**config.mk**
```make
export PLATFORM = sky130hd
export DESIGN_NAME = bocr_regs
export DESIGN_NICKNAME = d
export VERILOG_FILES = /design/src/design/bocr_pkg.sv /design/src/design/bocr_pin_sync.sv /design/src/design/bocr_regs.sv
export SDC_FILE = /design/constraint.sdc
export NUM_CORES = 1
export LEC_CHECK = 0
export BUFFER_PORTS_ARGS = -buffer_cell sky130_fd_sc_hd__buf_2
export CAP_MARGIN = 20
export CORE_MARGIN = 5
export CORE_UTILIZATION = 55
export DETAILED_ROUTE_END_ITERATION = 8
export PLACE_DENSITY = 0.73
export SYNTH_ARGS = -nofsm -noshare
export SYNTH_HDL_FRONTEND = slang
export SYNTH_SLANG_ARGS = --single-unit
export TNS_END_PERCENT = 50
```
**constraint.sdc**
```tcl
create_clock -name ref_clk_i -period 4.45 [get_ports ref_clk_i]
set_input_delay 0.6675 -clock ref_clk_i [delete_from_list [all_inputs] [get_ports ref_clk_i]]
set_output_delay 0.6675 -clock ref_clk_i [all_outputs]
set_load 0.005 [all_outputs]
```
**src/design/bocr_pkg.sv**
```systemverilog
// Behaviour
// - bits 5..0 of register 0x10 hold the read/write output level code.
// - bit 6 of register 0x10 selects the low (0) or high (1) output range.
// - bit 0 of register 0x11 selects auto light-load (0) or forced pwm (1).
// - bit 1 of register 0x13 reads 1 while the output is in regulation.
// - read-only bits ignore writes; all but the bit 1 status flag of 0x13 read back as zero here.
// - high range target is 1.250 V plus 50 mV per code step, up to 4.400 V.
// - low range codes 0x00..0x11 are unavailable; 0x12 is 1.100 V.
// - registers are reached only by two-wire single byte write and read; here further bytes in one frame write or read the same register again.
package bocr_pkg;

  // two-wire slave address, default 1010011
  localparam logic [6:0] SLAVE_ADDR_DEF = 7'h53;
  localparam logic [3:0] BYTE_BITS      = 4'h8;

  // register offsets
  localparam logic [7:0] OFS_LEVEL  = 8'h10;
  localparam logic [7:0] OFS_MODE   = 8'h11;
  localparam logic [7:0] OFS_TRIM_A = 8'h12;
  localparam logic [7:0] OFS_STAT   = 8'h13;

  // field positions
  localparam int CODE_MSB     = 5;
  localparam int RANGE_BIT    = 6;
  localparam int FPWM_BIT     = 0;
  localparam int TRIM_A_LSB   = 6;
  localparam int TRIM_B0_BIT  = 0;
  localparam int PGOOD_BIT    = 1;
  localparam int TRIM_B2_BIT  = 2;
  localparam int TRIM_B4_BIT  = 4;

  // reset values
  localparam logic [5:0] RST_CODE   = 6'h12;
  localparam logic       RST_RANGE  = 1'h0;
  localparam logic       RST_FPWM   = 1'h0;
  localparam logic [1:0] RST_TRIM_A = 2'h0;
  localparam logic [2:0] RST_TRIM_B = 3'h0;

  // output level arithmetic, millivolts
  localparam logic [12:0] HI_BASE_MV     = 13'h04E2;
  localparam logic [12:0] HI_STEP_MV     = 13'h0032;
  localparam logic [5:0]  LOW_FIRST_CODE = 6'h12;
  localparam logic [11:0] LOW_MV [0:45] = '{
    12'h44C, 12'h465, 12'h47E, 12'h497, 12'h4B0, 12'h4C9, 12'h4E7, 12'h500,
    12'h519, 12'h532, 12'h54B, 12'h564, 12'h57D, 12'h596, 12'h5AF, 12'h5C8,
    12'h5E1, 12'h5FA, 12'h613, 12'h631, 12'h64A, 12'h663, 12'h67C, 12'h695,
    12'h6AE, 12'h6C7, 12'h6E0, 12'h6F9, 12'h712, 12'h72B, 12'h744, 12'h762,
    12'h77B, 12'h794, 12'h7AD, 12'h7C6, 12'h7DF, 12'h7F8, 12'h811, 12'h82A,
    12'h843, 12'h85C, 12'h875, 12'h88E, 12'h898, 12'h8C5};

  // timing: data out hold after clock low
  localparam int CLK_MHZ     = 250;
  localparam int T_HD_OUT_NS = 300;
  localparam int HD_CYC      = (T_HD_OUT_NS * CLK_MHZ + 999) / 1000;
  localparam logic [6:0] HD_CYC_W = 7'(HD_CYC);

  // serial engine states
  typedef enum logic [3:0] {
    ST_IDLE      = 4'h0,
    ST_ADDR      = 4'h1,
    ST_ADDR_ACK  = 4'h2,
    ST_PTR       = 4'h3,
    ST_PTR_ACK   = 4'h4,
    ST_WDATA     = 4'h5,
    ST_WDATA_ACK = 4'h6,
    ST_RDATA     = 4'h7,
    ST_RDATA_ACK = 4'h8
  } bocr_state_t;

  // register write strobe
  typedef struct packed {
    logic       wr;
    logic [7:0] addr;
    logic [7:0] data;
  } bocr_wr_t;

  // level lookup result
  typedef struct packed {
    logic        valid;
    logic [12:0] mv;
  } bocr_level_t;

endpackage

```
**src/design/bocr_pin_sync.sv**
```systemverilog
`timescale 1ns/1ps
// two-stage synchroniser with edge detection on the settled stage
module bocr_pin_sync #(
  parameter int W = 3
) (
  // clock and reset
  input  wire logic         ref_clk_i,
  input  wire logic         rst_n_i,
  // pins in, settled levels and edges out
  input  wire logic [W-1:0] async_i,
  output logic      [W-1:0] sync_o,
  output logic      [W-1:0] rise_o,
  output logic      [W-1:0] fall_o
);

  logic [W-1:0] meta_r;
  logic [W-1:0] sync_r;
  logic [W-1:0] prev_r;

  // meta_r feeds only sync_r
  always_ff @(posedge ref_clk_i or negedge rst_n_i) begin
    if (!rst_n_i) begin
      meta_r <= '1;
      sync_r <= '1;
      prev_r <= '1;
    end else begin
      meta_r <= async_i;
      sync_r <= meta_r;
      prev_r <= sync_r;
    end
  end

  // edges from settled and delayed stages
  assign sync_o = sync_r;
  assign rise_o = sync_r & ~prev_r;
  assign fall_o = ~sync_r & prev_r;

endmodule

```
**src/design/bocr_regs.sv**
```systemverilog
`timescale 1ns/1ps
// control registers of the first buck converter behind a two-wire slave
module bocr_regs
  import bocr_pkg::*;
#(
  parameter logic [6:0] SLAVE_ADDR = SLAVE_ADDR_DEF
) (
  // clock and reset
  input  wire logic        ref_clk_i,
  input  wire logic        rst_n_i,
  // two-wire pins, data is open drain
  input  wire logic        scl_i,
  input  wire logic        sda_i,
  output logic             sda_o,
  output logic             sda_oe_o,
  // converter status in
  input  wire logic        power_good_i,
  // converter controls out
  output logic [5:0]       output_level_code_o,
  output logic             level_range_select_o,
  output logic             forced_pwm_o,
  output logic [1:0]       trim_a_o,
  output logic [2:0]       trim_b_o,
  output logic             level_valid_o,
  output logic [12:0]      target_mv_o
);

  if (SLAVE_ADDR == 7'h00) begin : g_chk_addr
    $error("slave address zero is the general call");
  end
  if (HD_CYC < 1 || HD_CYC > 127) begin : g_chk_hold
    $error("hold count does not fit its counter");
  end

  // pin synchronisers
  logic [2:0] pin_s;
  logic [2:0] pin_rise;
  logic [2:0] pin_fall;

  bocr_pin_sync #(
    .W (3)
  ) u_sync (
    .ref_clk_i (ref_clk_i),
    .rst_n_i   (rst_n_i),
    .async_i   ({power_good_i, sda_i, scl_i}),
    .sync_o    (pin_s),
    .rise_o    (pin_rise),
    .fall_o    (pin_fall)
  );

  // bus conditions
  wire scl_s    = pin_s[0];
  wire sda_s    = pin_s[1];
  wire pgood_s  = pin_s[2];
  wire scl_rise = pin_rise[0];
  wire scl_fall = pin_fall[0];
  wire start_w  = scl_s & pin_fall[1];
  wire stop_w   = scl_s & pin_rise[1];

  // register state
  logic [5:0]  code_r;
  logic        range_r;
  logic        fpwm_r;
  logic [1:0]  trim_a_r;
  logic [2:0]  trim_b_r;
  logic        lvl_valid_r;
  logic [12:0] mv_r;

  // serial engine state
  bocr_state_t state_r, state_nxt;
  logic [3:0]  cnt_r, cnt_nxt;
  logic [7:0]  shift_r, shift_nxt;
  logic [7:0]  tx_r, tx_nxt;
  logic [7:0]  ptr_r, ptr_nxt;
  logic        rw_r, rw_nxt;
  logic        acked_r, acked_nxt;
  logic        oe_want_r, oe_nxt;
  bocr_wr_t    wr_r, wr_nxt;
  logic [6:0]  hold_r;
  logic        sda_oe_r;

  // read value of one offset; unmapped reads zero
  function automatic logic [7:0] read_mux(input logic [7:0] ofs,
    input logic [5:0] c, input logic [1:0] ta, input logic [2:0] tb,
    input logic r, f, pg);
    logic [7:0] v = 8'h00;
    if (ofs == OFS_LEVEL) begin
      v[CODE_MSB:0] = c;
      v[RANGE_BIT]  = r;
    end else if (ofs == OFS_MODE) begin
      v[FPWM_BIT] = f;
    end else if (ofs == OFS_TRIM_A) begin
      v[7:TRIM_A_LSB] = ta;
    end else if (ofs == OFS_STAT) begin
      v[TRIM_B0_BIT] = tb[0];
      v[PGOOD_BIT]   = pg;
      v[TRIM_B2_BIT] = tb[1];
      v[TRIM_B4_BIT] = tb[2];
    end
    return v;
  endfunction

  // target level from code and range
  function automatic bocr_level_t level_of(input logic [5:0] c,
                                           input logic r);
    bocr_level_t l   = '0;
    logic [5:0]  idx = c - LOW_FIRST_CODE;
    if (r) begin
      l.valid = 1'b1;
      l.mv    = HI_BASE_MV + 13'(HI_STEP_MV * c);
    end else if (c >= LOW_FIRST_CODE) begin
      l.valid = 1'b1;
      l.mv    = {1'b0, LOW_MV[idx]};
    end
    return l;
  endfunction

  wire [7:0]        rd_byte = read_mux(ptr_r, code_r, trim_a_r, trim_b_r,
                                       range_r, fpwm_r, pgood_s);
  wire bocr_level_t lvl_w   = level_of(code_r, range_r);

  // write decode
  wire hit_level = wr_r.wr && (wr_r.addr == OFS_LEVEL);
  wire hit_mode  = wr_r.wr && (wr_r.addr == OFS_MODE);
  wire hit_trima = wr_r.wr && (wr_r.addr == OFS_TRIM_A);
  wire hit_stat  = wr_r.wr && (wr_r.addr == OFS_STAT);

  // byte-level slave sequencing
  always_comb begin
    state_nxt = state_r;
    cnt_nxt   = cnt_r;
    shift_nxt = shift_r;
    tx_nxt    = tx_r;
    ptr_nxt   = ptr_r;
    rw_nxt    = rw_r;
    acked_nxt = acked_r;
    oe_nxt    = oe_want_r;
    wr_nxt    = '0;
    if (stop_w) begin
      state_nxt = ST_IDLE;
      oe_nxt    = 1'b0;
    end else if (start_w) begin
      state_nxt = ST_ADDR;
      cnt_nxt   = 4'h0;
      oe_nxt    = 1'b0;
    end else begin
      case (state_r)
        ST_ADDR, ST_PTR, ST_WDATA: begin
          if (scl_rise) begin
            shift_nxt = {shift_r[6:0], sda_s};
            cnt_nxt   = cnt_r + 4'h1;
          end else if (scl_fall && cnt_r == BYTE_BITS) begin
            cnt_nxt = 4'h0;
            oe_nxt  = 1'b1;
            if (state_r == ST_ADDR) begin
              if (shift_r[7:1] == SLAVE_ADDR) begin
                rw_nxt    = shift_r[0];
                state_nxt = ST_ADDR_ACK;
              end else begin
                oe_nxt    = 1'b0;
                state_nxt = ST_IDLE;
              end
            end else if (state_r == ST_PTR) begin
              ptr_nxt   = shift_r;
              state_nxt = ST_PTR_ACK;
            end else begin
              wr_nxt.wr   = 1'b1;
              wr_nxt.addr = ptr_r;
              wr_nxt.data = shift_r;
              state_nxt   = ST_WDATA_ACK;
            end
          end
        end
        ST_ADDR_ACK, ST_PTR_ACK, ST_WDATA_ACK: begin
          if (scl_fall) begin
            if (state_r == ST_ADDR_ACK && rw_r) begin
              tx_nxt    = rd_byte;
              oe_nxt    = ~rd_byte[7];
              state_nxt = ST_RDATA;
            end else begin
              oe_nxt    = 1'b0;
              state_nxt = (state_r == ST_ADDR_ACK) ? ST_PTR : ST_WDATA;
            end
          end
        end
        ST_RDATA: begin
          if (scl_rise) begin
            cnt_nxt = cnt_r + 4'h1;
          end else if (scl_fall) begin
            if (cnt_r == BYTE_BITS) begin
              oe_nxt    = 1'b0;
              cnt_nxt   = 4'h0;
              state_nxt = ST_RDATA_ACK;
            end else begin
              tx_nxt = {tx_r[6:0], 1'b0};
              oe_nxt = ~tx_r[6];
            end
          end
        end
        ST_RDATA_ACK: begin
          if (scl_rise) begin
            acked_nxt = ~sda_s;
          end else if (scl_fall) begin
            if (acked_r) begin
              tx_nxt    = rd_byte;
              oe_nxt    = ~rd_byte[7];
              state_nxt = ST_RDATA;
            end else begin
              state_nxt = ST_IDLE;
            end
          end
        end
        default: state_nxt = ST_IDLE;
      endcase
    end
  end

  // engine registers
  always_ff @(posedge ref_clk_i or negedge rst_n_i) begin
    if (!rst_n_i) begin
      state_r   <= ST_IDLE;
      cnt_r     <= 4'h0;
      shift_r   <= 8'h00;
      tx_r      <= 8'h00;
      ptr_r     <= 8'h00;
      rw_r      <= 1'b0;
      acked_r   <= 1'b0;
      oe_want_r <= 1'b0;
      wr_r      <= '0;
    end else begin
      state_r   <= state_nxt;
      cnt_r     <= cnt_nxt;
      shift_r   <= shift_nxt;
      tx_r      <= tx_nxt;
      ptr_r     <= ptr_nxt;
      rw_r      <= rw_nxt;
      acked_r   <= acked_nxt;
      oe_want_r <= oe_nxt;
      wr_r      <= wr_nxt;
    end
  end

  // data out changes only after the hold time past clock low
  always_ff @(posedge ref_clk_i or negedge rst_n_i) begin
    if (!rst_n_i) begin
      hold_r   <= 7'h00;
      sda_oe_r <= 1'b0;
    end else if (scl_fall) begin
      hold_r <= HD_CYC_W;
    end else if (hold_r != 7'h00) begin
      hold_r <= hold_r - 7'h01;
    end else begin
      sda_oe_r <= oe_want_r;
    end
  end

  // control registers; read-only bits have no storage
  always_ff @(posedge ref_clk_i or negedge rst_n_i) begin
    if (!rst_n_i) begin
      code_r   <= RST_CODE;
      range_r  <= RST_RANGE;
      fpwm_r   <= RST_FPWM;
      trim_a_r <= RST_TRIM_A;
      trim_b_r <= RST_TRIM_B;
    end else begin
      if (hit_level) begin
        code_r  <= wr_r.data[CODE_MSB:0];
        range_r <= wr_r.data[RANGE_BIT];
      end
      if (hit_mode) fpwm_r <= wr_r.data[FPWM_BIT];
      if (hit_trima) trim_a_r <= wr_r.data[7:TRIM_A_LSB];
      if (hit_stat) begin
        trim_b_r <= {wr_r.data[TRIM_B4_BIT], wr_r.data[TRIM_B2_BIT],
                     wr_r.data[TRIM_B0_BIT]};
      end
    end
  end

  // registered level lookup
  always_ff @(posedge ref_clk_i or negedge rst_n_i) begin
    if (!rst_n_i) begin
      lvl_valid_r <= 1'b0;
      mv_r        <= 13'h0000;
    end else begin
      lvl_valid_r <= lvl_w.valid;
      mv_r        <= lvl_w.mv;
    end
  end

  // outputs
  assign sda_o                = 1'b0; // open drain, low when enabled
  assign sda_oe_o             = sda_oe_r;
  assign output_level_code_o  = code_r;
  assign level_range_select_o = range_r;
  assign forced_pwm_o         = fpwm_r;
  assign trim_a_o             = trim_a_r;
  assign trim_b_o             = trim_b_r;
  assign level_valid_o        = lvl_valid_r;
  assign target_mv_o          = mv_r;
endmodule

```
---- After elaboration in Yosys (flattened, before gate mapping) ----
Memory sizes are Yosys's and may differ from the RTL's.
Index checks and enable logic that the tools add are counted.
word-level totals
  memory bits (writable) .................. 0
  output and inout port bits .............. 29
  flip-flop bits (word level) ............. 94
  bits of input ports ..................... 5
  memories ................................ 1
  bits in latches ......................... 0
  memory bits (read-only) ................. 768
memory list
  memory            depth  bits a word  read ports  clocked after memory_dff  write ports  RTL line          source
  (name not given)  64     12           1           0                         0            bocr_regs.sv:113  l.mv = {1'b0, LOW_MV[idx]};
operators by class
  magnitude comparators ................... 2
  reduce and logical (&&, ||, !) cells .... 22
  shift-type cells ........................ 0
  $mul .................................... 1
  bitwise gates (word level) .............. 16
  eq/ne operators ......................... 38
  add/subtract/negate cells ............... 4
  divide/modulo/power cells ............... 0
  mux-type cells .......................... 76
operators with widths
  kind                                                                    number
  17-bit two-way mux                                                      7
  7-bit two-way mux                                                       10
  4-bit two-way mux                                                       17
  8-bit by 5-bit equality test with 1-bit output (second input constant)  8
  4-bit inequality test (second input constant)                           12
  14-bit two-way mux                                                      2
  12-bit two-way mux                                                      2
  1-bit two-way mux                                                       23
  7-bit one-hot mux with 3 select lines                                   1
  3-bit two-way mux                                                       6
  4-bit by 3-bit equality test with 1-bit output (second input constant)  4
  2-bit inequality test (second input constant)                           8
  4-bit one-hot mux with 4 select lines                                   1
  7-bit AND reduction                                                     2
  11-bit by 12-bit adder with 13-bit output (first input constant)        1
  5-bit by 6-bit multiplier with 11-bit output (first input constant)     1
  11-bit AND reduction                                                    1
  2-bit two-way mux                                                       5
  1-bit inverter                                                          9
  9-bit AND reduction                                                     1
  4-bit by 2-bit equality test with 1-bit output (second input constant)  2
  4-bit equality test (second input constant)                             2
  4-bit one-hot mux with 2 select lines                                   1
  4-bit AND reduction                                                     2
  21 further kinds                                                        31

---- Depth between registers and ports, before layout ----
  depth after elaboration ................. 11
  gate-level depth with buffers ........... 12
  mapped depth without buffers ............ 12

---- Modules after synthesis ----
Synthesis repeated with hierarchy kept, for this count alone.
unflattened totals
  cell total of the unflattened synthesis .. 606
  area, all modules ....................... 5,770.5 µm²
by module, submodules not included
  module         instances  cells an instance  area each (µm²)
  bocr_regs      1          591                5,481.5
  bocr_pin_sync  1          15                 289.0

---- Least setup slack after synthesis ----
Ideal clock, no wire load.
  kind .................................... register to register
  start point ............................. register code_r[1] (netlist: output_level_code_o[1])
  end point ............................... register mv_r[10] (netlist: target_mv_o[10])
  path buffers ............................ 1
  clock period less this slack ............ 3.504 ns
  arrival ................................. 3.386 ns
  setup time .............................. 0.118 ns
  slack ................................... 0.946 ns
  stages on the path, launching flop included .. 13
  cell sequence ........................... dfstp_2 > buf_2 > inv_1 > ha_1 > ha_1 > ha_1 > fa_1 > a211oi_1 > nor2_1 > xor2_1 > a31oi_1 > nand2b_1 > a21o_1
RTL lines
  item                    RTL line          source
  from (decl)             bocr_regs.sv:61   logic [5:0] code_r;
  from (signal assigned)  bocr_regs.sv:267  code_r <= wr_r.data[CODE_MSB:0];
  to (signal assigned)    bocr_regs.sv:286  mv_r <= lvl_w.mv;
  to (decl)               bocr_regs.sv:67   logic [12:0] mv_r;

==> metrics.md <==
| Metric | Value |
|---|---|
| Number of antenna violations at the first check in global routing | `0` |
| Combined area of the multi-input logic cells | `3196 µm²` |
| Cells taking the most area after synthesis | `sky130_fd_sc_hd__dfrtp_1 (36%), sky130_fd_sc_hd__ha_1 (8.4%), sky130_fd_sc_hd__mux2_2 (4.6%), sky130_fd_sc_hd__dfstp_2 (4.5%), sky130_fd_sc_hd__nand2_1 (3.0%)` |
| Last weighted congestion value of the routability-driven placer | `0.9131` |
| Fraction of the cycle the final worst path needs | `82.56%` |
| Worst setup skew after layout | `11.10 ps` |
| Register bit count reported by yosys | `94` |
| Placed instance count | `714` |
| Sort of element at the end of the critical path | `register` |
| Net Count, Synth | `613` |
| Switching power as a share of total power | `25.23%` |
| Sequential group share of total power | `55.2%` |
| Resized Gates After CTS | `0` |
| RSZ-0062 raised after global routing | `false` |
| DRC violations left | `0` |
| Final global-route overflow total | `0` |
| Portion of the post-synthesis area used by sequential elements | `40.63%` |
| Clock buffers created by TritonCTS | `9` |
| Per-cell routed wire length | `16.82 µm` |
| Post-layout minimum cycle time | `3674 ps` |
| Chip Width | `112.9 µm` |
| Port buffer count | `32` |
| Mean post-synth cell area | `10.25 µm²` |
| Number of antenna repair diodes | `0` |
| Share of layout cells above drive strength 1 | `20.88%` |
| Initial detailed-routing violation count | `295` |
| Total Wirelength | `12.28 mm` |
| First-pass GRT wire length | `20.97 mm` |
| Worst-path clk slew | `100 ps` |
| Cell variety after synth | `85` |
| Status | `finished, final reports clean` |
| Combinational group share of total power | `6.7%` |
| TritonCTS clock tree | `yes` |
| Die ar. | `12740 µm²` |
| Fin. max-slew vios | `0` |
| Fin nets | `634` |
| Kind of launch point of the worst setup path | `register` |
| Clock sinks | `94` |
| I/O pin count | `34` |
| Count of maximum capacitance violations | `0` |
| GRT Util Overall | `20.14%` |
| Cell leakage power | `3.019 nW` |
| Ratio of routed vias to standard cells | `5.827` |
| Final Instance Count excl. Fillers | `730` |
| Clock network fraction of design power | `38.1%` |
| Required time at the endpoint of the critical path | `4720 ps` |
| Std-Cell Core Area | `10320 µm²` |
| Estimated wirelength of the detail-placed design | `8.809 mm` |
| Number of placement rows | `37` |
| Number of endpoints failing setup at the final stage | `0` |
| Number of synthesized flops with an enable pin | `0` |
| Hold Path Class | `register to register` |
| Final Hold Fails | `0` |
| Number of global-route vias before repair | `4237` |
| Most common flop cell mapped by yosys | `sky130_fd_sc_hd__dfrtp_1` |
| Net switching power of the design | `424.8 µW` |
| Number of H-tree levels | `3` |
| Most common library cell in the layout ignoring fill and taps | `sky130_fd_sc_hd__dfrtp_1` |
| Clock insertion delay at the later pin of the skew report | `370 ps` |
| Power per cell area | `270.2 nW/µm²` |
| Seq. cell area | `2365 µm²` |
| Count of synthesis-stage warnings from yosys | `0` |
| Internal cell power | `1.259 mW` |
| Worst setup path category | `register to register` |
| Max_slew headroom | `40.00%` |
| Number of vias after detailed routing | `4254` |
| First-pass detailed-route iteration total | `5` |
| Post-synth ARST share | `100.0%` |
| Transition time at the pin with the least slew margin | `895.5 ps` |
| Area share of the largest cell type after synthesis | `36.11%` |
| Initial cell density of the core | `56.38%` |
| Filler Cell Count | `858` |
| Cell taking the most area after synthesis | `sky130_fd_sc_hd__dfrtp_1` |
| Number of instances in the synthesized netlist | `568` |
| Clock tree root buffer cell | `sky130_fd_sc_hd__clkbuf_8` |
| Count of antenna-violating nets left after detailed routing | `0` |
| Largest net degree at the start of global routing | `71` |
| Synth-to-layout area growth | `7.072%` |
| Maximum fanout count along the critical path | `18` |
| Number of setup buffers added after CTS | `0` |
| Peak supply drop | `0.1711 mV` |
| Top library cells by usage in the layout, fill and taps aside | `sky130_fd_sc_hd__dfrtp_1 (84), sky130_fd_sc_hd__nand2_1 (47), sky130_fd_sc_hd__ha_1 (39)` |
| Fmax | `272.2 MHz` |
| Setup TNS | `0 ps` |
| Netlist area before placement | `5821 µm²` |
| Critical Path AT | `3940 ps` |
| Die Y-Extent | `112.9 µm` |
| CTS Hold Buffers Added | `0` |
| Number of buffers on the longest clock path | `2` |
-- cell type report --
cell class | instances | share of cell area (%)
Clock buffer | 10 | 2.048
Clock inverter | 6 | 1.466
Inverter | 22 | 1.325
Multi-Input combinational cell | 425 | 51.27
Sequential cell | 94 | 37.94
Tap cell | 136 | 2.730
Timing Repair Buffer | 37 | 3.212
-- through the flow --
step           util, %  total power [mW]  instance area (µm²)  hold slack (ps)  setup WS [ps]
4_1_cts          60.37             1.700                 6232            361.4          798.0
6_report         60.37             1.684                 6232            359.9          776.2
5_1_grt          60.37             1.760                 6232            367.2          555.4
3_5_place_dp     58.25             1.060                 6013            347.6          806.6
3_3_place_gp     58.25             1.052                 6013            347.0          920.4
2_1_floorplan        -             1.019                 5821            345.2          945.6
-- state kept, by name, indices dropped and copies added, names as in the netlist, 2 cells and up --
register             cells
shift_r                  8
wr_r                    17
trim_b_o                 3
hold_r                   7
trim_a_o                 2
target_mv_o             13
u_sync.prev_r            2
ptr_r                    8
state_r                  4
cnt_r                    4
tx_r                     7
u_sync.meta_r            3
output_level_code_o      6
u_sync.sync_o            3
-- synthesized netlist by cell type, types with 5 or more instances --
cell type / number
sky130_fd_sc_hd__ha_1: 39
sky130_fd_sc_hd__dfrtp_1: 84
sky130_fd_sc_hd__a22oi_1: 5
sky130_fd_sc_hd__nand2_1: 47
sky130_fd_sc_hd__nand2b_1: 11
sky130_fd_sc_hd__inv_1: 20
sky130_fd_sc_hd__xnor2_1: 11
sky130_fd_sc_hd__o21ai_1: 5
sky130_fd_sc_hd__o31ai_1: 7
sky130_fd_sc_hd__buf_6: 7
sky130_fd_sc_hd__a211oi_1: 5
sky130_fd_sc_hd__nand3_1: 9
sky130_fd_sc_hd__clkbuf_1: 6
sky130_fd_sc_hd__o211ai_1: 10
sky130_fd_sc_hd__nor2_1: 34
sky130_fd_sc_hd__a22o_1: 6
sky130_fd_sc_hd__nor2b_1: 7
sky130_fd_sc_hd__buf_2: 7
sky130_fd_sc_hd__nor3_1: 8
sky130_fd_sc_hd__mux2_2: 24
sky130_fd_sc_hd__and2_1: 19
sky130_fd_sc_hd__nor4_1: 5
sky130_fd_sc_hd__a21oi_1: 31
sky130_fd_sc_hd__o21ai_0: 34
sky130_fd_sc_hd__a31oi_1: 7
sky130_fd_sc_hd__dfstp_2: 10
sky130_fd_sc_hd__xor2_1: 8
sky130_fd_sc_hd__mux2i_1: 8
sky130_fd_sc_hd__mux2_4: 7
-- per-layer routing --
layer	vias up	part of all wire, %	GRT usage, %	wire (µm)
met5	-	0	0	0
met4	0	2.0	6.250	241
met3	15	3.8	3.262	470
met2	83	48	32.35	5850
met1	2074	47	28.10	5713
li1	2082	-	-	-
-- worst paths after layout --
check / start / end / slack, ps / cells after the start
worst max register to register: output_level_code_o[1]$_DFFE_PN1P_ / target_mv_o[10]$_DFF_PN0_ / 780 / 11
worst min register to register: u_sync.meta_r[0]$_DFF_PN1_ / u_sync.sync_o[0]$_DFF_PN1_ / 360 / 0
min in group asynchronous: rst_n_i / target_mv_o[12]$_DFF_PN0_ / 390 / 1
max in group asynchronous: rst_n_i / u_sync.prev_r[0]$_DFF_PN1_ / 3150 / 2
worst max-delay path: output_level_code_o[1]$_DFFE_PN1P_ / target_mv_o[10]$_DFF_PN0_ / 780 / 11
worst min-delay path: u_sync.meta_r[0]$_DFF_PN1_ / u_sync.sync_o[0]$_DFF_PN1_ / 360 / 0
-- worst max-delay path: stages, from the launching register on --
cell and delay [ps]:
sky130_fd_sc_hd__dfstp_2 750, sky130_fd_sc_hd__inv_1 170, sky130_fd_sc_hd__ha_1 340, sky130_fd_sc_hd__ha_1 300
sky130_fd_sc_hd__ha_1 330, sky130_fd_sc_hd__fa_1 470, sky130_fd_sc_hd__a211oi_1 310, sky130_fd_sc_hd__nor2_1 100
sky130_fd_sc_hd__xor2_1 290, sky130_fd_sc_hd__a31oi_1 150, sky130_fd_sc_hd__nand2b_1 180, sky130_fd_sc_hd__a21o_1 180
-- power groups by stage --
stage          Sequential [mW]  Combinational, mW  Clock, mW
2_1_floorplan            0.933             0.0856          0
6_report                 0.929              0.113      0.642
4_1_cts                  0.928              0.116      0.656
3_3_place_gp             0.941              0.111          0
5_1_grt                  0.934              0.135      0.691
3_5_place_dp             0.943              0.116          0
-- logic make-up (layout without fill, tap and decap cells) --
| family | Yosys count | in the layout | synth area share (%) |
|---|---|---|---|
| AO/OA/AOI/OAI | 145 | 145 | 17.37 |
| XOR/XNOR | 20 | 20 | 3.139 |
| adder cells (fa/ha/maj) | 40 | 40 | 8.727 |
| buffers and inverters | 49 | 75 | 4.471 |
| flip-flops | 94 | 94 | 40.63 |
| multiplexers | 40 | 40 | 8.212 |
| other | 1 | 1 | 0.06443 |
| AND/OR/NAND/NOR | 179 | 179 | 17.39 |
Power figures use the tool's default switching activity.
